<file path="src/core/dalc_pkg.sv">
// constants for the link, audio and equalizer control register slice
// assumes byte-wide register access from the i2c target logic
// Overview of operation
// overflow flag in audio control bit 3
// underflow flag in audio control bit 2
// writing one to bit 1 clears errors
// bit 0 picks rising or falling strobe
// pixel clock bit 7 selects test clock
// lock mode zero: lock only with video
// lock mode one: lock whenever linked
// raw back channel forwards gpio zero unfiltered
// input mode field picks link configuration
// second port select writes port one registers
// host clears second select before port zero reads
// first port select resets one, steers access
// both selects set: reads return port one
// restart bit held high restarts adaptation
// override bit gates the floor apply bit
// floor apply uses level from 0x45
// video disabled means control only, no video
// reserved bits stay zero, writes ignored
package dalc_pkg;
    // register offsets
    localparam logic [7:0] DALC_AUDIO_CTRL_ADDR = 8'h2b;
    localparam logic [7:0] DALC_PCLK_TEST_ADDR = 8'h2e;
    localparam logic [7:0] DALC_DUAL_RX_ADDR = 8'h34;
    localparam logic [7:0] DALC_EQ_CTRL1_ADDR = 8'h35;
    localparam logic [7:0] DALC_EQ_CTRL2_ADDR = 8'h45;

    // reset values
    localparam logic [7:0] DALC_AUDIO_CTRL_RST = 8'h00;
    localparam logic [7:0] DALC_PCLK_TEST_RST = 8'h00;
    localparam logic [7:0] DALC_DUAL_RX_RST = 8'h01;
    localparam logic [7:0] DALC_EQ_CTRL1_RST = 8'h00;

    // audio control fields
    localparam int DALC_AUD_OVERFLOW_BIT = 3;
    localparam int DALC_AUD_UNDERFLOW_BIT = 2;
    localparam int DALC_AUD_ERR_CLEAR_BIT = 1;
    localparam int DALC_AUD_RISING_BIT = 0;

    // pixel clock test field
    localparam int DALC_PCLK_EXT_BIT = 7;

    // dual receive fields
    localparam int DALC_RX_LOCK_MODE_BIT = 6;
    localparam int DALC_RAW_BC_BIT = 5;
    localparam int DALC_INPUT_MODE_HI = 4;
    localparam int DALC_INPUT_MODE_LO = 3;
    localparam int DALC_SECOND_PORT_ACCESS_SELECT_BIT = 1;
    localparam int DALC_FIRST_PORT_ACCESS_SELECT_BIT = 0;

    // equalizer control fields
    localparam int DALC_EQ_RESTART_BIT = 6;
    localparam int DALC_EQ_OVERRIDE_BIT = 5;
    localparam int DALC_EQ_APPLY_BIT = 4;

    // writable bit masks; everything else is reserved and reads zero, except audio control bits 3 and 2, which read the fifo flags
    localparam logic [7:0] DALC_AUDIO_CTRL_WMASK = 8'h03;
    localparam logic [7:0] DALC_PCLK_TEST_WMASK = 8'h80;
    localparam logic [7:0] DALC_DUAL_RX_WMASK = 8'h7b;
    localparam logic [7:0] DALC_EQ_CTRL1_WMASK = 8'h70;

    // link input configuration codes
    typedef enum logic [1:0] {
        DALC_MODE_AUTO = 2'h0,
        DALC_MODE_DUAL = 2'h1,
        DALC_MODE_SINGLE_PRIMARY = 2'h2,
        DALC_MODE_SINGLE_SECONDARY = 2'h3
    } dalc_input_mode_t;
endpackage

</file>
<file path="src/core/dalc_audio_err.sv">
// sticky audio fifo overflow and underflow flags
// assumes one-cycle event pulses from the audio fifo, same clock
`timescale 1ns/10ps
module dalc_audio_err (
    // clock and reset
    input wire logic clock,
    input wire logic reset,
    // fifo events
    input wire logic overflow_event,
    input wire logic underflow_event,
    // software clear
    input wire logic error_clear,
    // sticky flags
    output logic overflow_q,
    output logic underflow_q
);
    // set wins over clear so an event in the clear cycle is kept
    always_ff @(posedge clock or posedge reset) begin
        if (reset) begin
            overflow_q <= 1'b0;
        end else if (overflow_event) begin
            overflow_q <= 1'b1;
        end else if (error_clear) begin
            overflow_q <= 1'b0;
        end
    end

    // same policy for underflow
    always_ff @(posedge clock or posedge reset) begin
        if (reset) begin
            underflow_q <= 1'b0;
        end else if (underflow_event) begin
            underflow_q <= 1'b1;
        end else if (error_clear) begin
            underflow_q <= 1'b0;
        end
    end

    // event must leave the flag set even under a clear
    overflow_set_a: assert property (@(posedge clock) disable iff (reset)
        overflow_event |=> overflow_q) else $error("overflow event lost");
    underflow_set_a: assert property (@(posedge clock) disable iff (reset)
        underflow_event |=> underflow_q) else $error("underflow event lost");
    error_clear_a: assert property (@(posedge clock) disable iff (reset)
        error_clear && !overflow_event && !underflow_event |=> !overflow_q && !underflow_q)
        else $error("fifo error clear ignored");
endmodule

</file>
<file path="src/core/dalc_regs.sv">
// control and status register slice: audio, pixel clock, dual receive, equalizer
// assumes the i2c target hands over byte accesses as one-cycle strobes
// and decodes whether an address is a per-port register
`timescale 1ns/10ps
module dalc_regs (
    // clock and reset
    input wire logic clock,
    input wire logic reset,
    // register access from the i2c target
    input wire logic [7:0] reg_addr,
    input wire logic [7:0] reg_wdata,
    input wire logic reg_write,
    input wire logic reg_read,
    input wire logic reg_addr_per_port,
    input wire logic [7:0] port0_rdata,
    input wire logic [7:0] port1_rdata,
    output logic [7:0] reg_rdata_q,
    output logic reg_rvalid_q,
    // per-port register write steering
    output logic port0_write_q,
    output logic port1_write_q,
    output logic [7:0] port_waddr_q,
    output logic [7:0] port_wdata_q,
    // audio fifo
    input wire logic fifo_overflow_event,
    input wire logic fifo_underflow_event,
    output logic audio_fifo_error_reset_q,
    output logic audio_strobe_rising_q,
    // pixel clock source
    output logic pixel_clock_external_q,
    // link status and lock
    input wire logic link_linked,
    input wire logic fwd_active_video,
    input wire logic fwd_control_enabled,
    input wire logic link_detected_dual,
    input wire logic link_detected_secondary,
    output logic video_disabled_q,
    output logic rx_lock_q,
    // receive configuration
    output logic rx_dual_link_q,
    output logic rx_use_primary_q,
    output logic rx_use_secondary_q,
    // secondary back channel
    input wire logic general_purpose_input_zero,
    input wire logic gpio0_filtered,
    output logic raw_secondary_back_channel_q,
    output logic back_channel_gpio_q,
    // equalizer
    output logic equalizer_adaptation_restart_q,
    output logic equalizer_floor_active_q,
    output logic [7:0] equalizer_floor_addr_q
);
    import dalc_pkg::*;

    logic [7:0] audio_ctrl_q;
    logic [7:0] pclk_test_q;
    logic [7:0] dual_rx_q;
    logic [7:0] eq_ctrl1_q;
    logic overflow_flag;
    logic underflow_flag;
    logic shared_write;
    logic dual_rx_write;
    logic audio_clear_pulse;
    logic [7:0] shared_rdata;
    logic [7:0] audio_rdata;
    logic lock_d;
    dalc_input_mode_t mode_sel;

    // shared registers need a port selected, except the steering register itself
    // so that clearing both selects cannot lock the host out
    assign shared_write = reg_write && !reg_addr_per_port &&
        (dual_rx_q[DALC_FIRST_PORT_ACCESS_SELECT_BIT] || dual_rx_q[DALC_SECOND_PORT_ACCESS_SELECT_BIT]);
    assign dual_rx_write = reg_write && !reg_addr_per_port && (reg_addr == DALC_DUAL_RX_ADDR);
    assign audio_clear_pulse = shared_write && (reg_addr == DALC_AUDIO_CTRL_ADDR) &&
        reg_wdata[DALC_AUD_ERR_CLEAR_BIT];
    assign mode_sel = dalc_input_mode_t'(dual_rx_q[DALC_INPUT_MODE_HI:DALC_INPUT_MODE_LO]);

    // sticky fifo error flags
    dalc_audio_err u_audio_err (
        .clock(clock),
        .reset(reset),
        .overflow_event(fifo_overflow_event),
        .underflow_event(fifo_underflow_event),
        .error_clear(audio_clear_pulse),
        .overflow_q(overflow_flag),
        .underflow_q(underflow_flag)
    );

    // audio control: only the two control bits are stored
    always_ff @(posedge clock or posedge reset) begin
        if (reset) begin
            audio_ctrl_q <= DALC_AUDIO_CTRL_RST;
        end else if (shared_write && reg_addr == DALC_AUDIO_CTRL_ADDR) begin
            audio_ctrl_q <= reg_wdata & DALC_AUDIO_CTRL_WMASK;
        end
    end

    // pixel clock test select
    always_ff @(posedge clock or posedge reset) begin
        if (reset) begin
            pclk_test_q <= DALC_PCLK_TEST_RST;
        end else if (shared_write && reg_addr == DALC_PCLK_TEST_ADDR) begin
            pclk_test_q <= reg_wdata & DALC_PCLK_TEST_WMASK;
        end
    end

    // dual receive control, first port select comes up set
    always_ff @(posedge clock or posedge reset) begin
        if (reset) begin
            dual_rx_q <= DALC_DUAL_RX_RST;
        end else if (dual_rx_write) begin
            dual_rx_q <= reg_wdata & DALC_DUAL_RX_WMASK;
        end
    end

    // equalizer control one
    always_ff @(posedge clock or posedge reset) begin
        if (reset) begin
            eq_ctrl1_q <= DALC_EQ_CTRL1_RST;
        end else if (shared_write && reg_addr == DALC_EQ_CTRL1_ADDR) begin
            eq_ctrl1_q <= reg_wdata & DALC_EQ_CTRL1_WMASK;
        end
    end

    // per-port write steering: both selects may fan one write to both ports
    always_ff @(posedge clock or posedge reset) begin
        if (reset) begin
            port0_write_q <= 1'b0;
            port1_write_q <= 1'b0;
            port_waddr_q <= 8'h00;
            port_wdata_q <= 8'h00;
        end else begin
            port0_write_q <= reg_write && reg_addr_per_port && dual_rx_q[DALC_FIRST_PORT_ACCESS_SELECT_BIT];
            port1_write_q <= reg_write && reg_addr_per_port && dual_rx_q[DALC_SECOND_PORT_ACCESS_SELECT_BIT];
            if (reg_write) begin
                port_waddr_q <= reg_addr;
                port_wdata_q <= reg_wdata;
            end
        end
    end

    // shared read data; status flags are inserted live
    always_comb begin
        audio_rdata = audio_ctrl_q;
        audio_rdata[DALC_AUD_OVERFLOW_BIT] = overflow_flag;
        audio_rdata[DALC_AUD_UNDERFLOW_BIT] = underflow_flag;
        unique case (reg_addr)
            DALC_AUDIO_CTRL_ADDR: shared_rdata = audio_rdata;
            DALC_PCLK_TEST_ADDR: shared_rdata = pclk_test_q;
            DALC_DUAL_RX_ADDR: shared_rdata = dual_rx_q;
            DALC_EQ_CTRL1_ADDR: shared_rdata = eq_ctrl1_q;
            default: shared_rdata = 8'h00;
        endcase
    end

    // read answer one cycle after the strobe; port one wins when both are selected
    // a host reading port zero must therefore drop the second select first
    always_ff @(posedge clock or posedge reset) begin
        if (reset) begin
            reg_rdata_q <= 8'h00;
            reg_rvalid_q <= 1'b0;
        end else begin
            reg_rvalid_q <= reg_read;
            if (reg_read) begin
                if (!reg_addr_per_port) begin
                    reg_rdata_q <= shared_rdata;
                end else if (dual_rx_q[DALC_SECOND_PORT_ACCESS_SELECT_BIT]) begin
                    reg_rdata_q <= port1_rdata;
                end else begin
                    reg_rdata_q <= port0_rdata;
                end
            end
        end
    end

    // audio and pixel clock outputs; the clear level follows the stored bit
    always_ff @(posedge clock or posedge reset) begin
        if (reset) begin
            audio_fifo_error_reset_q <= 1'b0;
            audio_strobe_rising_q <= 1'b0;
            pixel_clock_external_q <= 1'b0;
        end else begin
            audio_fifo_error_reset_q <= audio_ctrl_q[DALC_AUD_ERR_CLEAR_BIT];
            audio_strobe_rising_q <= audio_ctrl_q[DALC_AUD_RISING_BIT];
            pixel_clock_external_q <= pclk_test_q[DALC_PCLK_EXT_BIT];
        end
    end

    // lock policy depends on whether video presence is required
    always_comb begin
        if (dual_rx_q[DALC_RX_LOCK_MODE_BIT]) begin
            lock_d = link_linked;
        end else begin
            lock_d = link_linked && fwd_active_video;
        end
    end

    // video disabled flag and lock indication
    always_ff @(posedge clock or posedge reset) begin
        if (reset) begin
            video_disabled_q <= 1'b0;
            rx_lock_q <= 1'b0;
        end else begin
            video_disabled_q <= !fwd_active_video && fwd_control_enabled;
            rx_lock_q <= lock_d;
        end
    end

    // receive configuration from the input mode field
    always_ff @(posedge clock or posedge reset) begin
        if (reset) begin
            rx_dual_link_q <= 1'b0;
            rx_use_primary_q <= 1'b0;
            rx_use_secondary_q <= 1'b0;
        end else begin
            unique case (mode_sel)
                DALC_MODE_AUTO: begin
                    rx_dual_link_q <= link_detected_dual;
                    rx_use_primary_q <= link_detected_dual || !link_detected_secondary;
                    rx_use_secondary_q <= link_detected_dual || link_detected_secondary;
                end
                DALC_MODE_DUAL: begin
                    rx_dual_link_q <= 1'b1;
                    rx_use_primary_q <= 1'b1;
                    rx_use_secondary_q <= 1'b1;
                end
                DALC_MODE_SINGLE_PRIMARY: begin
                    rx_dual_link_q <= 1'b0;
                    rx_use_primary_q <= 1'b1;
                    rx_use_secondary_q <= 1'b0;
                end
                DALC_MODE_SINGLE_SECONDARY: begin
                    rx_dual_link_q <= 1'b0;
                    rx_use_primary_q <= 1'b0;
                    rx_use_secondary_q <= 1'b1;
                end
            endcase
        end
    end

    // back channel source: raw pin or the filtered sample
    always_ff @(posedge clock or posedge reset) begin
        if (reset) begin
            raw_secondary_back_channel_q <= 1'b0;
            back_channel_gpio_q <= 1'b0;
        end else begin
            raw_secondary_back_channel_q <= dual_rx_q[DALC_RAW_BC_BIT];
            if (dual_rx_q[DALC_RAW_BC_BIT]) begin
                back_channel_gpio_q <= general_purpose_input_zero;
            end else begin
                back_channel_gpio_q <= gpio0_filtered;
            end
        end
    end

    // equalizer: restart is a level, floor needs both override and apply
    always_ff @(posedge clock or posedge reset) begin
        if (reset) begin
            equalizer_adaptation_restart_q <= 1'b0;
            equalizer_floor_active_q <= 1'b0;
            equalizer_floor_addr_q <= 8'h00;
        end else begin
            equalizer_adaptation_restart_q <= eq_ctrl1_q[DALC_EQ_RESTART_BIT];
            equalizer_floor_active_q <= eq_ctrl1_q[DALC_EQ_OVERRIDE_BIT] &&
                eq_ctrl1_q[DALC_EQ_APPLY_BIT];
            equalizer_floor_addr_q <= DALC_EQ_CTRL2_ADDR;
        end
    end

    // checks
    strobe_edge_a: assert property (@(posedge clock) disable iff (reset)
        shared_write && reg_addr == DALC_AUDIO_CTRL_ADDR |=>
        ##1 audio_strobe_rising_q == $past(reg_wdata[DALC_AUD_RISING_BIT], 2))
        else $error("strobe edge not taken from write");
    pclk_select_a: assert property (@(posedge clock) disable iff (reset)
        shared_write && reg_addr == DALC_PCLK_TEST_ADDR |=>
        ##1 pixel_clock_external_q == $past(reg_wdata[DALC_PCLK_EXT_BIT], 2))
        else $error("pixel clock select wrong");
    lock_video_a: assert property (@(posedge clock) disable iff (reset)
        !dual_rx_q[DALC_RX_LOCK_MODE_BIT] && !fwd_active_video |=> !rx_lock_q)
        else $error("lock without active video");
    lock_linked_a: assert property (@(posedge clock) disable iff (reset)
        dual_rx_q[DALC_RX_LOCK_MODE_BIT] && link_linked |=> rx_lock_q)
        else $error("lock missing while linked");
    raw_channel_a: assert property (@(posedge clock) disable iff (reset)
        dual_rx_q[DALC_RAW_BC_BIT] |=> back_channel_gpio_q == $past(general_purpose_input_zero))
        else $error("raw back channel not forwarded");
    mode_dual_a: assert property (@(posedge clock) disable iff (reset)
        mode_sel == DALC_MODE_DUAL |=> rx_dual_link_q && rx_use_primary_q && rx_use_secondary_q)
        else $error("forced dual mode not applied");
    mode_secondary_a: assert property (@(posedge clock) disable iff (reset)
        mode_sel == DALC_MODE_SINGLE_SECONDARY |=> !rx_dual_link_q && !rx_use_primary_q)
        else $error("secondary single mode wrong");
    port1_write_a: assert property (@(posedge clock) disable iff (reset)
        reg_write && reg_addr_per_port |=> port1_write_q == $past(dual_rx_q[DALC_SECOND_PORT_ACCESS_SELECT_BIT]))
        else $error("port one write steering wrong");
    port0_write_a: assert property (@(posedge clock) disable iff (reset)
        reg_write && reg_addr_per_port |=> port0_write_q == $past(dual_rx_q[DALC_FIRST_PORT_ACCESS_SELECT_BIT]))
        else $error("port zero write steering wrong");
    port1_read_a: assert property (@(posedge clock) disable iff (reset)
        reg_read && reg_addr_per_port && dual_rx_q[DALC_SECOND_PORT_ACCESS_SELECT_BIT] |=>
        reg_rvalid_q && reg_rdata_q == $past(port1_rdata))
        else $error("port one read not returned");
    eq_restart_a: assert property (@(posedge clock) disable iff (reset)
        eq_ctrl1_q[DALC_EQ_RESTART_BIT] [*2] |=> equalizer_adaptation_restart_q)
        else $error("restart level not held");
    floor_gate_a: assert property (@(posedge clock) disable iff (reset)
        !eq_ctrl1_q[DALC_EQ_OVERRIDE_BIT] |=> !equalizer_floor_active_q)
        else $error("floor applied without override");
    floor_apply_a: assert property (@(posedge clock) disable iff (reset)
        eq_ctrl1_q[DALC_EQ_OVERRIDE_BIT] && eq_ctrl1_q[DALC_EQ_APPLY_BIT] |=> equalizer_floor_active_q)
        else $error("floor not applied");
    video_flag_a: assert property (@(posedge clock) disable iff (reset)
        fwd_active_video |=> !video_disabled_q)
        else $error("video disabled during video");
    reserved_zero_a: assert property (@(posedge clock) disable iff (reset)
        (dual_rx_q & ~DALC_DUAL_RX_WMASK) == 8'h00 && (eq_ctrl1_q & ~DALC_EQ_CTRL1_WMASK) == 8'h00)
        else $error("reserved bits not zero");
endmodule

</file>
<file path="config.mk">
export PLATFORM = sky130hd
export DESIGN_NAME = dalc_regs
export DESIGN_NICKNAME = d
export VERILOG_FILES = /design/src/core/dalc_pkg.sv /design/src/core/dalc_audio_err.sv /design/src/core/dalc_regs.sv
export SDC_FILE = /design/constraint.sdc
export NUM_CORES = 1
export LEC_CHECK = 0
export BUFFER_PORTS_ARGS = -buffer_cell sky130_fd_sc_hd__buf_4
export CORE_ASPECT_RATIO = 1.2
export CORE_MARGIN = 1
export CORE_UTILIZATION = 45
export CTS_BUF_LIST = sky130_fd_sc_hd__clkbuf_8
export CTS_CLUSTER_DIAMETER = 50
export DETAILED_ROUTE_END_ITERATION = 12
export HOLD_SLACK_MARGIN = 0.12
export PLACE_DENSITY = 0.83
export SLEW_MARGIN = 20
export SYNTH_ARGS = -nofsm -noshare
export SYNTH_HDL_FRONTEND = slang
export SYNTH_HIERARCHICAL = 1
export SYNTH_SLANG_ARGS = --single-unit
</file>
<file path="constraint.sdc">
create_clock -name clock -period 5.3 [get_ports clock]
set_clock_uncertainty 0.2 [all_clocks]
set_input_delay 0.795 -clock clock [delete_from_list [all_inputs] [get_ports clock]]
set_output_delay 0.795 -clock clock [all_outputs]
set_load 0.03 [all_outputs]
</file>
After elaboration in Yosys (flattened, before gate mapping)
Index checks and enable logic that the tools add are counted.
{ "classes": {"n_eq_ne": 7, "muxes": 11, "reduce_logical": 25} }
{ "op_table": {"columns": ["cell", "n"], "rows": [
  ["$eq 8x6->1 const B", 4],
  ["$pmux 8 s4", 1],
  ["$mux 8", 2],
  ["$logic_and 1x1->1", 13],
  ["$pmux 1 s3", 3],
  ["$reduce_or 2->1", 3],
  ["$mux 1", 5],
  ["$eq 2x2->1 const B", 2],
  ["$reduce_bool 2->1", 2],
  ["$logic_not 1->1", 3],
  ["$logic_or 1x1->1", 3],
  ["$eq 2x1->1 const B", 1],
  ["$logic_not 2->1", 1]
]} }
{ "totals": {"register_bits": 54, "input_bits": 46, "output_inout_bits": 47, "word_cells": 68} }

Logic depth before layout (Yosys ltp)
Gate-level depths: netlist of the first run.
{ "logic_depth": {"ltp_word": 7, "mapped_depth": 6} }

Modules after synthesis
Netlist of the first run, hierarchy kept.
{ "by_module_without_submodules": {"columns": ["module", "n_inst", "cells_per_inst", "area_each_um2", "seq_area_each_um2"], "rows": [
  ["dalc_regs", 1, 175, 2313.5, 1302.5],
  ["dalc_audio_err", 1, 6, 72.6, 50.0]
]} }

Worst setup path after synthesis of the first run
OpenSTA, ideal clock, no wires.
{ "synth_path": {"path_type": "input port to flip-flop", "start": "input port reg_addr[7]", "end": "register dual_rx_q[1]", "arrival_ns": 2.063, "required_time_ns": 4.975, "slack_ns": 2.912, "stages": 4, "path_buffers": 1, "cell_sequence": "or3b_1 -> buf_6 -> nor4_4 -> mux2_2"} }
{ "synth_via": {"elab_chain_len": 2} }
{ "synth_rtl": {"columns": ["item", "line", "rtl"], "rows": [
  ["start, declared", "dalc_regs.sv:10", "input wire logic [7:0] reg_addr,"],
  ["$eq 8x6->1", "dalc_regs.sv:73", "assign dual_rx_write = reg_write && !reg_addr_per_port && (reg_addr == DALC_DUAL_RX_ADDR);"],
  ["$logic_and 1x1->1", "dalc_regs.sv:73", null],
  ["end signal, assigned", "dalc_regs.sv:112", "dual_rx_q <= reg_wdata & DALC_DUAL_RX_WMASK;"],
  ["end, declared", "dalc_regs.sv:57", "logic [7:0] dual_rx_q;"]
]} }
Every way passes these cells.
A chain may end at the register's enable or synchronous reset.

Worst setup path after layout of the first run
{ "layout_path": {"start": "input port reg_addr[7]", "end": "register dual_rx_q[3]"} }
The elaborated chain is that of the path after synthesis.

==> results.ini, run 1 <==
[run_status]
run_status = finished clean

[floorplan]
die_w_um = 68.5
die_y_um = 81.8
pin_count = 93
dieArea_mm2 = 0.00560
rows = 28
start_util_pct = 47.6
core_mm2 = 0.00501

[grt]
overflow = 0
grt_antenna_before_repair = 0
grt_max_degree = 53
grt_pass1_wl_um = 8070
grt.total_usage_pct = 20.0
grt_pass1_vias = 1749

[power_and_ir_drop]
p_comb_share_pct = 19.5
p_leak_nw = 1.52
clockPowerShare_pct = 30.0
p_total_mw = 0.887
p_switching_mw = 0.238
power_frac_seq_pct = 50.5
swShare_pct = 26.8
powerDensity_mw_per_mm2 = 282
power.internal_mw = 0.649
vdd_ir_drop_max_v = 0.000244

[setup_path]
endpoint_kind = register
cp_top_family = simple AND/OR/NAND/NOR gates
worstPathArrival_ns = 2.31
crit_fanout = 6
r2r_cells = 3
worst_ep_required_time_ns = 5.30
crit_buf_inv = 1
path_cells = buf_4 > or3b_1 > nor4_4 > mux2_2
path_class = in -> reg
cp_num_cells = 4
max_stage_delay_ns = 0.51
critPathLaunchType = input port
slowest_stage = nor4_4
r2r_slack_ns = 3.23

[routing]
ant_nets = 0
drt_wl_total_um = 5090
drtIter0Drc = 82
drc = 0
vias = 1705
wire_per_inst_um = 15.6
vias_per_cell = 5.23
dr.pass1.iters = 5

[timing]
slew_violations = 0
worst_slew_margin_rel_pct = 43.1
period_minus_slack_ns = 2.31
setup_violations = 0
hold_viol_final = 0
tightest_slew_ns = 0.852
tns_ns = 0
period_share_pct = 43.6
rsz0062_at_grt = no
worst_slack_ns = 2.99
hold_slack_ns = 0.141
clock.fmax_mhz = 433

[synth]
seq_area_frac_synth_pct = 56.7
syn_area_per_cell_um2 = 13.2
synth_warnings = 6
syn_inst = 181
synth_area_mm2 = 0.00239
ys_ff_latch = 54
yosysUniqueCellTypes = 37

[clocking]
clock_tree.root_cell = clkbuf_8
cts_tree = yes
htree_levels = 2
clockBufferDepth = 2
clk-insertion-delay-late_ns = 0.31
cts-hold-fix-buffers = 0
clk_pin_slew_ns = 0.09
cts_sinks = 54
post-cts-setup-buffer-count = 0
postCtsResizedCells = 0
numCtsBuffers = 5

[finish]
layout_commonest_cell = buf_4
fin_util_pct = 62.9
antennaDiodeCount = 0
nNetsFinal = 314
nFillCells = 422
final_cell_mix = buf_4 (87), dfrtp_1 (53), mux2_2 (32), inv_1 (10), mux2i_1 (9)
area_growth_pct = 32.1
drive_above_1_share_pct = 49.2

[placement]
dp_hpwl_um = 3850
io_buffers = 87
gp_congestion = 0.739
pre_cts_ws_ns = 2.66

[worst_hold_path]
hp-class = in -> async

[job]
drv_cap = 0

-- worst reg2reg max path, stage by stage, from the launching register on --
cell,delay (ns)
dfrtp_1,0.69
nor2_1,0.13
or4b_1,0.62
mux2_2,0.31
-- per-stage QoR --
step / cell area, um2 / cells
CTS: 3150 / 326
global placement: 3040 / 318
floorplan: 2400 / 185
detailed placement: 3040 / 318
global route: 3150 / 326
finish: 3150 / 326
-- final cells by class --
type	instances	area, um2	share of cell area [%]
Clock buffer	5	68.8	2.18
Clock inverter	3	40.0	1.27
Inverter	11	42.5	1.35
Multi-Input combinational cell	106	920	29.2
Sequential cell	54	1350	42.9
Tap cell	60	75.1	2.38
Timing Repair Buffer	87	653	20.7
-- cell usage after synthesis --
cell | instances | area share, %
a21o_1 | 2 | 0.63
a21oi_1 | 1 | 0.21
a221o_1 | 3 | 1.3
a31oi_1 | 3 | 0.79
and2_1 | 1 | 0.26
and3_1 | 2 | 0.52
buf_1 | 2 | 0.31
buf_2 | 1 | 0.21
buf_4 | 7 | 2.2
buf_6 | 1 | 0.47
clkbuf_1 | 3 | 0.47
conb_1 | 2 | 0.31
dfrtp_1 | 53 | 56
dfstp_2 | 1 | 1.1
ha_1 | 3 | 1.6
inv_1 | 11 | 1.7
mux2_2 | 32 | 15
mux2i_1 | 9 | 3.8
nand2_1 | 3 | 0.47
nand2b_1 | 4 | 1.0
nand3b_1 | 1 | 0.31
nand4_1 | 2 | 0.52
nand4b_1 | 2 | 0.73
nand4bb_1 | 1 | 0.47
nand4bb_4 | 1 | 1.2
nor2_1 | 6 | 0.94
nor2b_1 | 2 | 0.52
nor3_1 | 1 | 0.21
nor4_1 | 5 | 1.3
nor4_4 | 1 | 0.89
nor4bb_1 | 3 | 1.3
o21a_1 | 1 | 0.31
o21ai_0 | 3 | 0.63
o22a_1 | 3 | 1.1
o22ai_1 | 3 | 0.79
or3b_1 | 1 | 0.37
or4b_1 | 1 | 0.42
-- logic make-up after synthesis --
logic type / after synthesis / synth area share, %
compound gates: 19 / 5.72
fa+ha+maj: 3 / 1.57
other cells: 2 / 0.315
simple gates: 37 / 11.4
mux: 41 / 18.9
buf+inv: 25 / 5.40
flops: 54 / 56.7
-- metal layers --
layer	track usage [%]	part of all wire, %
met5	0	0
met4	8.13	2.1
met3	4.86	6.1
met2	34.2	53
met1	23.6	39
-- power by group through the flow --
stage               combinational, mW  clock (mW)  sequential [mW]
detailed placement              0.175           0            0.456
global placement                0.172           0            0.455
global route                    0.186       0.291            0.451
finish                          0.173       0.267            0.448
CTS                             0.175       0.276            0.448
floorplan                      0.0585           0            0.498
-- flip-flops by register name, summed over array words and instances, names as in the netlist, 2 cells and up --
name	flops
port_waddr_q	8
port_wdata_q	8
reg_rdata_q	8
dual_rx_q	6
eq_ctrl1_q	3
audio_ctrl_q	2
-- final timing paths --
kind                                from                             end
max                          reg_addr[7]                    dual_rx_q[3]
min                                reset         u_audio_err/underflow_q
max reg2reg                 dual_rx_q[1]                   eq_ctrl1_q[4]
min reg2reg                eq_ctrl1_q[6]  equalizer_adaptation_restart_q
max in group asynchronous          reset                  reg_rdata_q[4]
min in group clock         eq_ctrl1_q[6]  equalizer_adaptation_restart_q
(Power assumes the default switching activity.)
==> run 2: changes to the inputs <==
==> constraint.sdc (replaced) <==
create_clock -name clock -period 2.27 [get_ports clock]
set_clock_uncertainty 0.2 [all_clocks]
set_input_delay 0.3405 -clock clock [delete_from_list [all_inputs] [get_ports clock]]
set_output_delay 0.3405 -clock clock [all_outputs]
set_load 0.03 [all_outputs]
==> run 2 against run 1 <==
  * Total power is 140% higher
  * Non-clock buffer count rose by 34
  * Routed wire length grew 9.9%
  * Clock power up 150%
  * Combinational power rose to 2.6 times the previous value
  * Hold slack better by 0.0024 ns
  * Cell area increased by 10%
  * Sequential share of layout area fell by 4.1 points
  * Sequential power up 130%
  * Register-to-register slack worse by 2.8 ns
  * Largest power group unchanged
  * Highest routed layer unchanged
==> results.ini, run 2 (synthesized netlist as in run 1, its figures left out) <==
[run_status]
run_status = finished clean

[setup_path]
cp_top_family = simple AND/OR/NAND/NOR gates
worstPathArrival_ns = 2.23  ; -0.08 ns
r2r-start = dual_rx_q[3]
crit_fanout = 6  ; unchanged
r2r_slack_ns = 0.43  ; -2.80 ns
max_stage_delay_ns = 0.60  ; +0.09 ns
r2r_cells = 5  ; +2
crit_buf_inv = 2  ; +1
path_cells = dlygate4sd3_1 > buf_4 > nand4bb_4 > or4b_1 > mux2_2
path_class = in -> reg
endpoint_kind = register
critPathLaunchType = input port
slowest_stage = or4b_1
worst_ep_required_time_ns = 2.28  ; -3.02 ns
r2r_end = rx_use_primary_q

[clocking]
clockBufferDepth = 2  ; unchanged
htree_levels = 2  ; unchanged
clk-insertion-delay-late_ns = 0.33  ; +0.02 ns
clk_pin_slew_ns = 0.11  ; +0.02 ns
cts_sinks = 54  ; unchanged
cts_tree = yes
clock_tree.root_cell = clkbuf_8
postCtsResizedCells = 0  ; unchanged
numCtsBuffers = 5  ; unchanged

[finish]
area_growth_pct = 45.9
nFillCells = 385  ; -8.8%
register_area_mm2 = 0.00135  ; unchanged
multiInputGateArea_um2 = 920  ; unchanged
drive_above_1_share_pct = 46.0  ; -3.2 points
layout_commonest_cell = buf_4
fin_area_mm2 = 0.00348  ; +10%
nNetsFinal = 348  ; +11%
antennaDiodeCount = 0  ; unchanged
final_cell_mix = buf_4 (94), dfrtp_1 (53), mux2_2 (32), dlygate4sd3_1 (27), inv_1 (10)
reg.largest.list = port_waddr_q x8, port_wdata_q x8, reg_rdata_q x8

[routing]
drc = 0  ; unchanged
drt_wl_total_um = 5600  ; +9.9%
drtIter0Drc = 116  ; +41%
wire_per_inst_um = 15.5  ; -0.52%
ant_nets = 0  ; unchanged
vias_per_cell = 5.17  ; -1.1%
dr.pass1.iters = 4  ; -1
vias = 1862  ; +9.2%

[floorplan]
core_mm2 = 0.00501  ; unchanged
die_w_um = 68.5  ; unchanged
dieArea_mm2 = 0.00560  ; unchanged
start_util_pct = 47.6  ; unchanged
rows = 28  ; unchanged
die_y_um = 81.8  ; unchanged
pin_count = 93  ; unchanged

[grt]
grt_pass1_wl_um = 8880  ; +10%
use_met2_pct = 36.5  ; +2.3 points
grt_max_degree = 31  ; -42%
overflow = 0  ; unchanged
use_met3_pct = 3.33  ; -1.5 points
grt_pass1_vias = 1854  ; +6.0%
busiest_layer = met2
grtUsageMet1_pct = 27.2  ; +3.6 points
grt_antenna_before_repair = 0  ; unchanged
grt.total_usage_pct = 22.1  ; +2.1 points

[timing]
clock.fmax_mhz = 451
hold_viol_final = 0  ; unchanged
worst_slew_margin_rel_pct = 59.1  ; +16 points
tightest_slew_ns = 0.612  ; -0.240 ns
period_minus_slack_ns = 2.22
slew_violations = 0  ; unchanged
tns_ns = 0  ; unchanged
period_share_pct = 97.7
rsz0062_at_grt = no
hold_slack_ns = 0.143  ; +0.00239 ns
setup_violations = 0  ; unchanged

[power_and_ir_drop]
vdd_ir_drop_max_v = 0.000458  ; +88%
powerDensity_mw_per_mm2 = 622  ; +120%
p_leak_nw = 1.67  ; +9.9%

[placement]
io_buffers = 87  ; unchanged
gp_congestion = 0.757  ; +2.5%
dp_hpwl_um = 3920  ; +1.8%
placed_area_mm2 = 0.00309  ; +1.7%

[worst_hold_path]
hp-class = in -> reg
min_delay_path_depth = 3
hold_path_startpoint = reg_addr_per_port
min_to = reg_rdata_q[2]

[job]
drv_cap = 0  ; unchanged

run 2: worst register-to-register path: cells and delay by family, from the launching register on:
| family | cells | cell delay [ns] |
|---|---|---|
| flip-flops | 1 | 0.45 |
| adder cells (fa/ha/maj) | 1 | 0.29 |
| buffers and inverters | 2 | 0.64 |
| AND/OR/NAND/NOR | 1 | 0.09 |
| AO/OA/AOI/OAI | 1 | 0.06 |
run 2: what timing repair did:
| action | CTS | global route |
|---|---|---|
| setup buffers | 0 | 0 |
| hold buffers | 27 | 0 |
| endpoints found under the setup margin | 0 | 0 |
| hold endpoints to repair | 66 | 0 |
run 2: worst max-delay path by stage:
stage	end	slack, ns	from	depth (start not counted)
floorplan	dual_rx_q[1]	0.34	reg_addr[7]	4
global placement	dual_rx_q[1]	0.11	reg_addr[7]	4
detailed placement	dual_rx_q[4]	0.07	reg_addr[7]	4
CTS	eq_ctrl1_q[5]	0.08	reg_addr[3]	5
global route	eq_ctrl1_q[6]	0.03	reg_addr[1]	5
finish	eq_ctrl1_q[5]	0.05	reg_addr[1]	5
run 2: per-stage QoR:
stage | cells | setup slack, ns | power (mW) | util (%)
global route | 360 | 0.0320 | 2.25 | 69.5
CTS | 360 | 0.0795 | 2.18 | 69.5
detailed placement | 325 | 0.0720 | 1.48 | 61.8
finish | 360 | 0.0512 | 2.16 | 69.5
floorplan | 185 | 0.337 | 1.30 | -
global placement | 325 | 0.106 | 1.47 | 61.8
run 2: layout make-up:
class	instances	area share (%)
clock buffer	5	1.98
clock inverter	3	1.37
inverter	11	1.19
multi-input combinational	106	26.4
sequential	54	38.9
tap	60	2.16
timing repair buffer	121	28.0
run 2: where the power goes:
| group | switching [mW] | internal (mW) | total (mW) |
|---|---|---|---|
| Sequential | 0.0285 | 1.01 | 1.04 |
| Clock | 0.333 | 0.335 | 0.667 |
| Combinational | 0.241 | 0.212 | 0.453 |
| Total | 0.602 | 1.56 | 2.16 |
run 2: layer usage:
layer	vias to the layer above	part of all wire, %
li1	872	-
met1	909	40
met2	70	52
met3	11	5.7
met4	0	2.8
met5	-	0
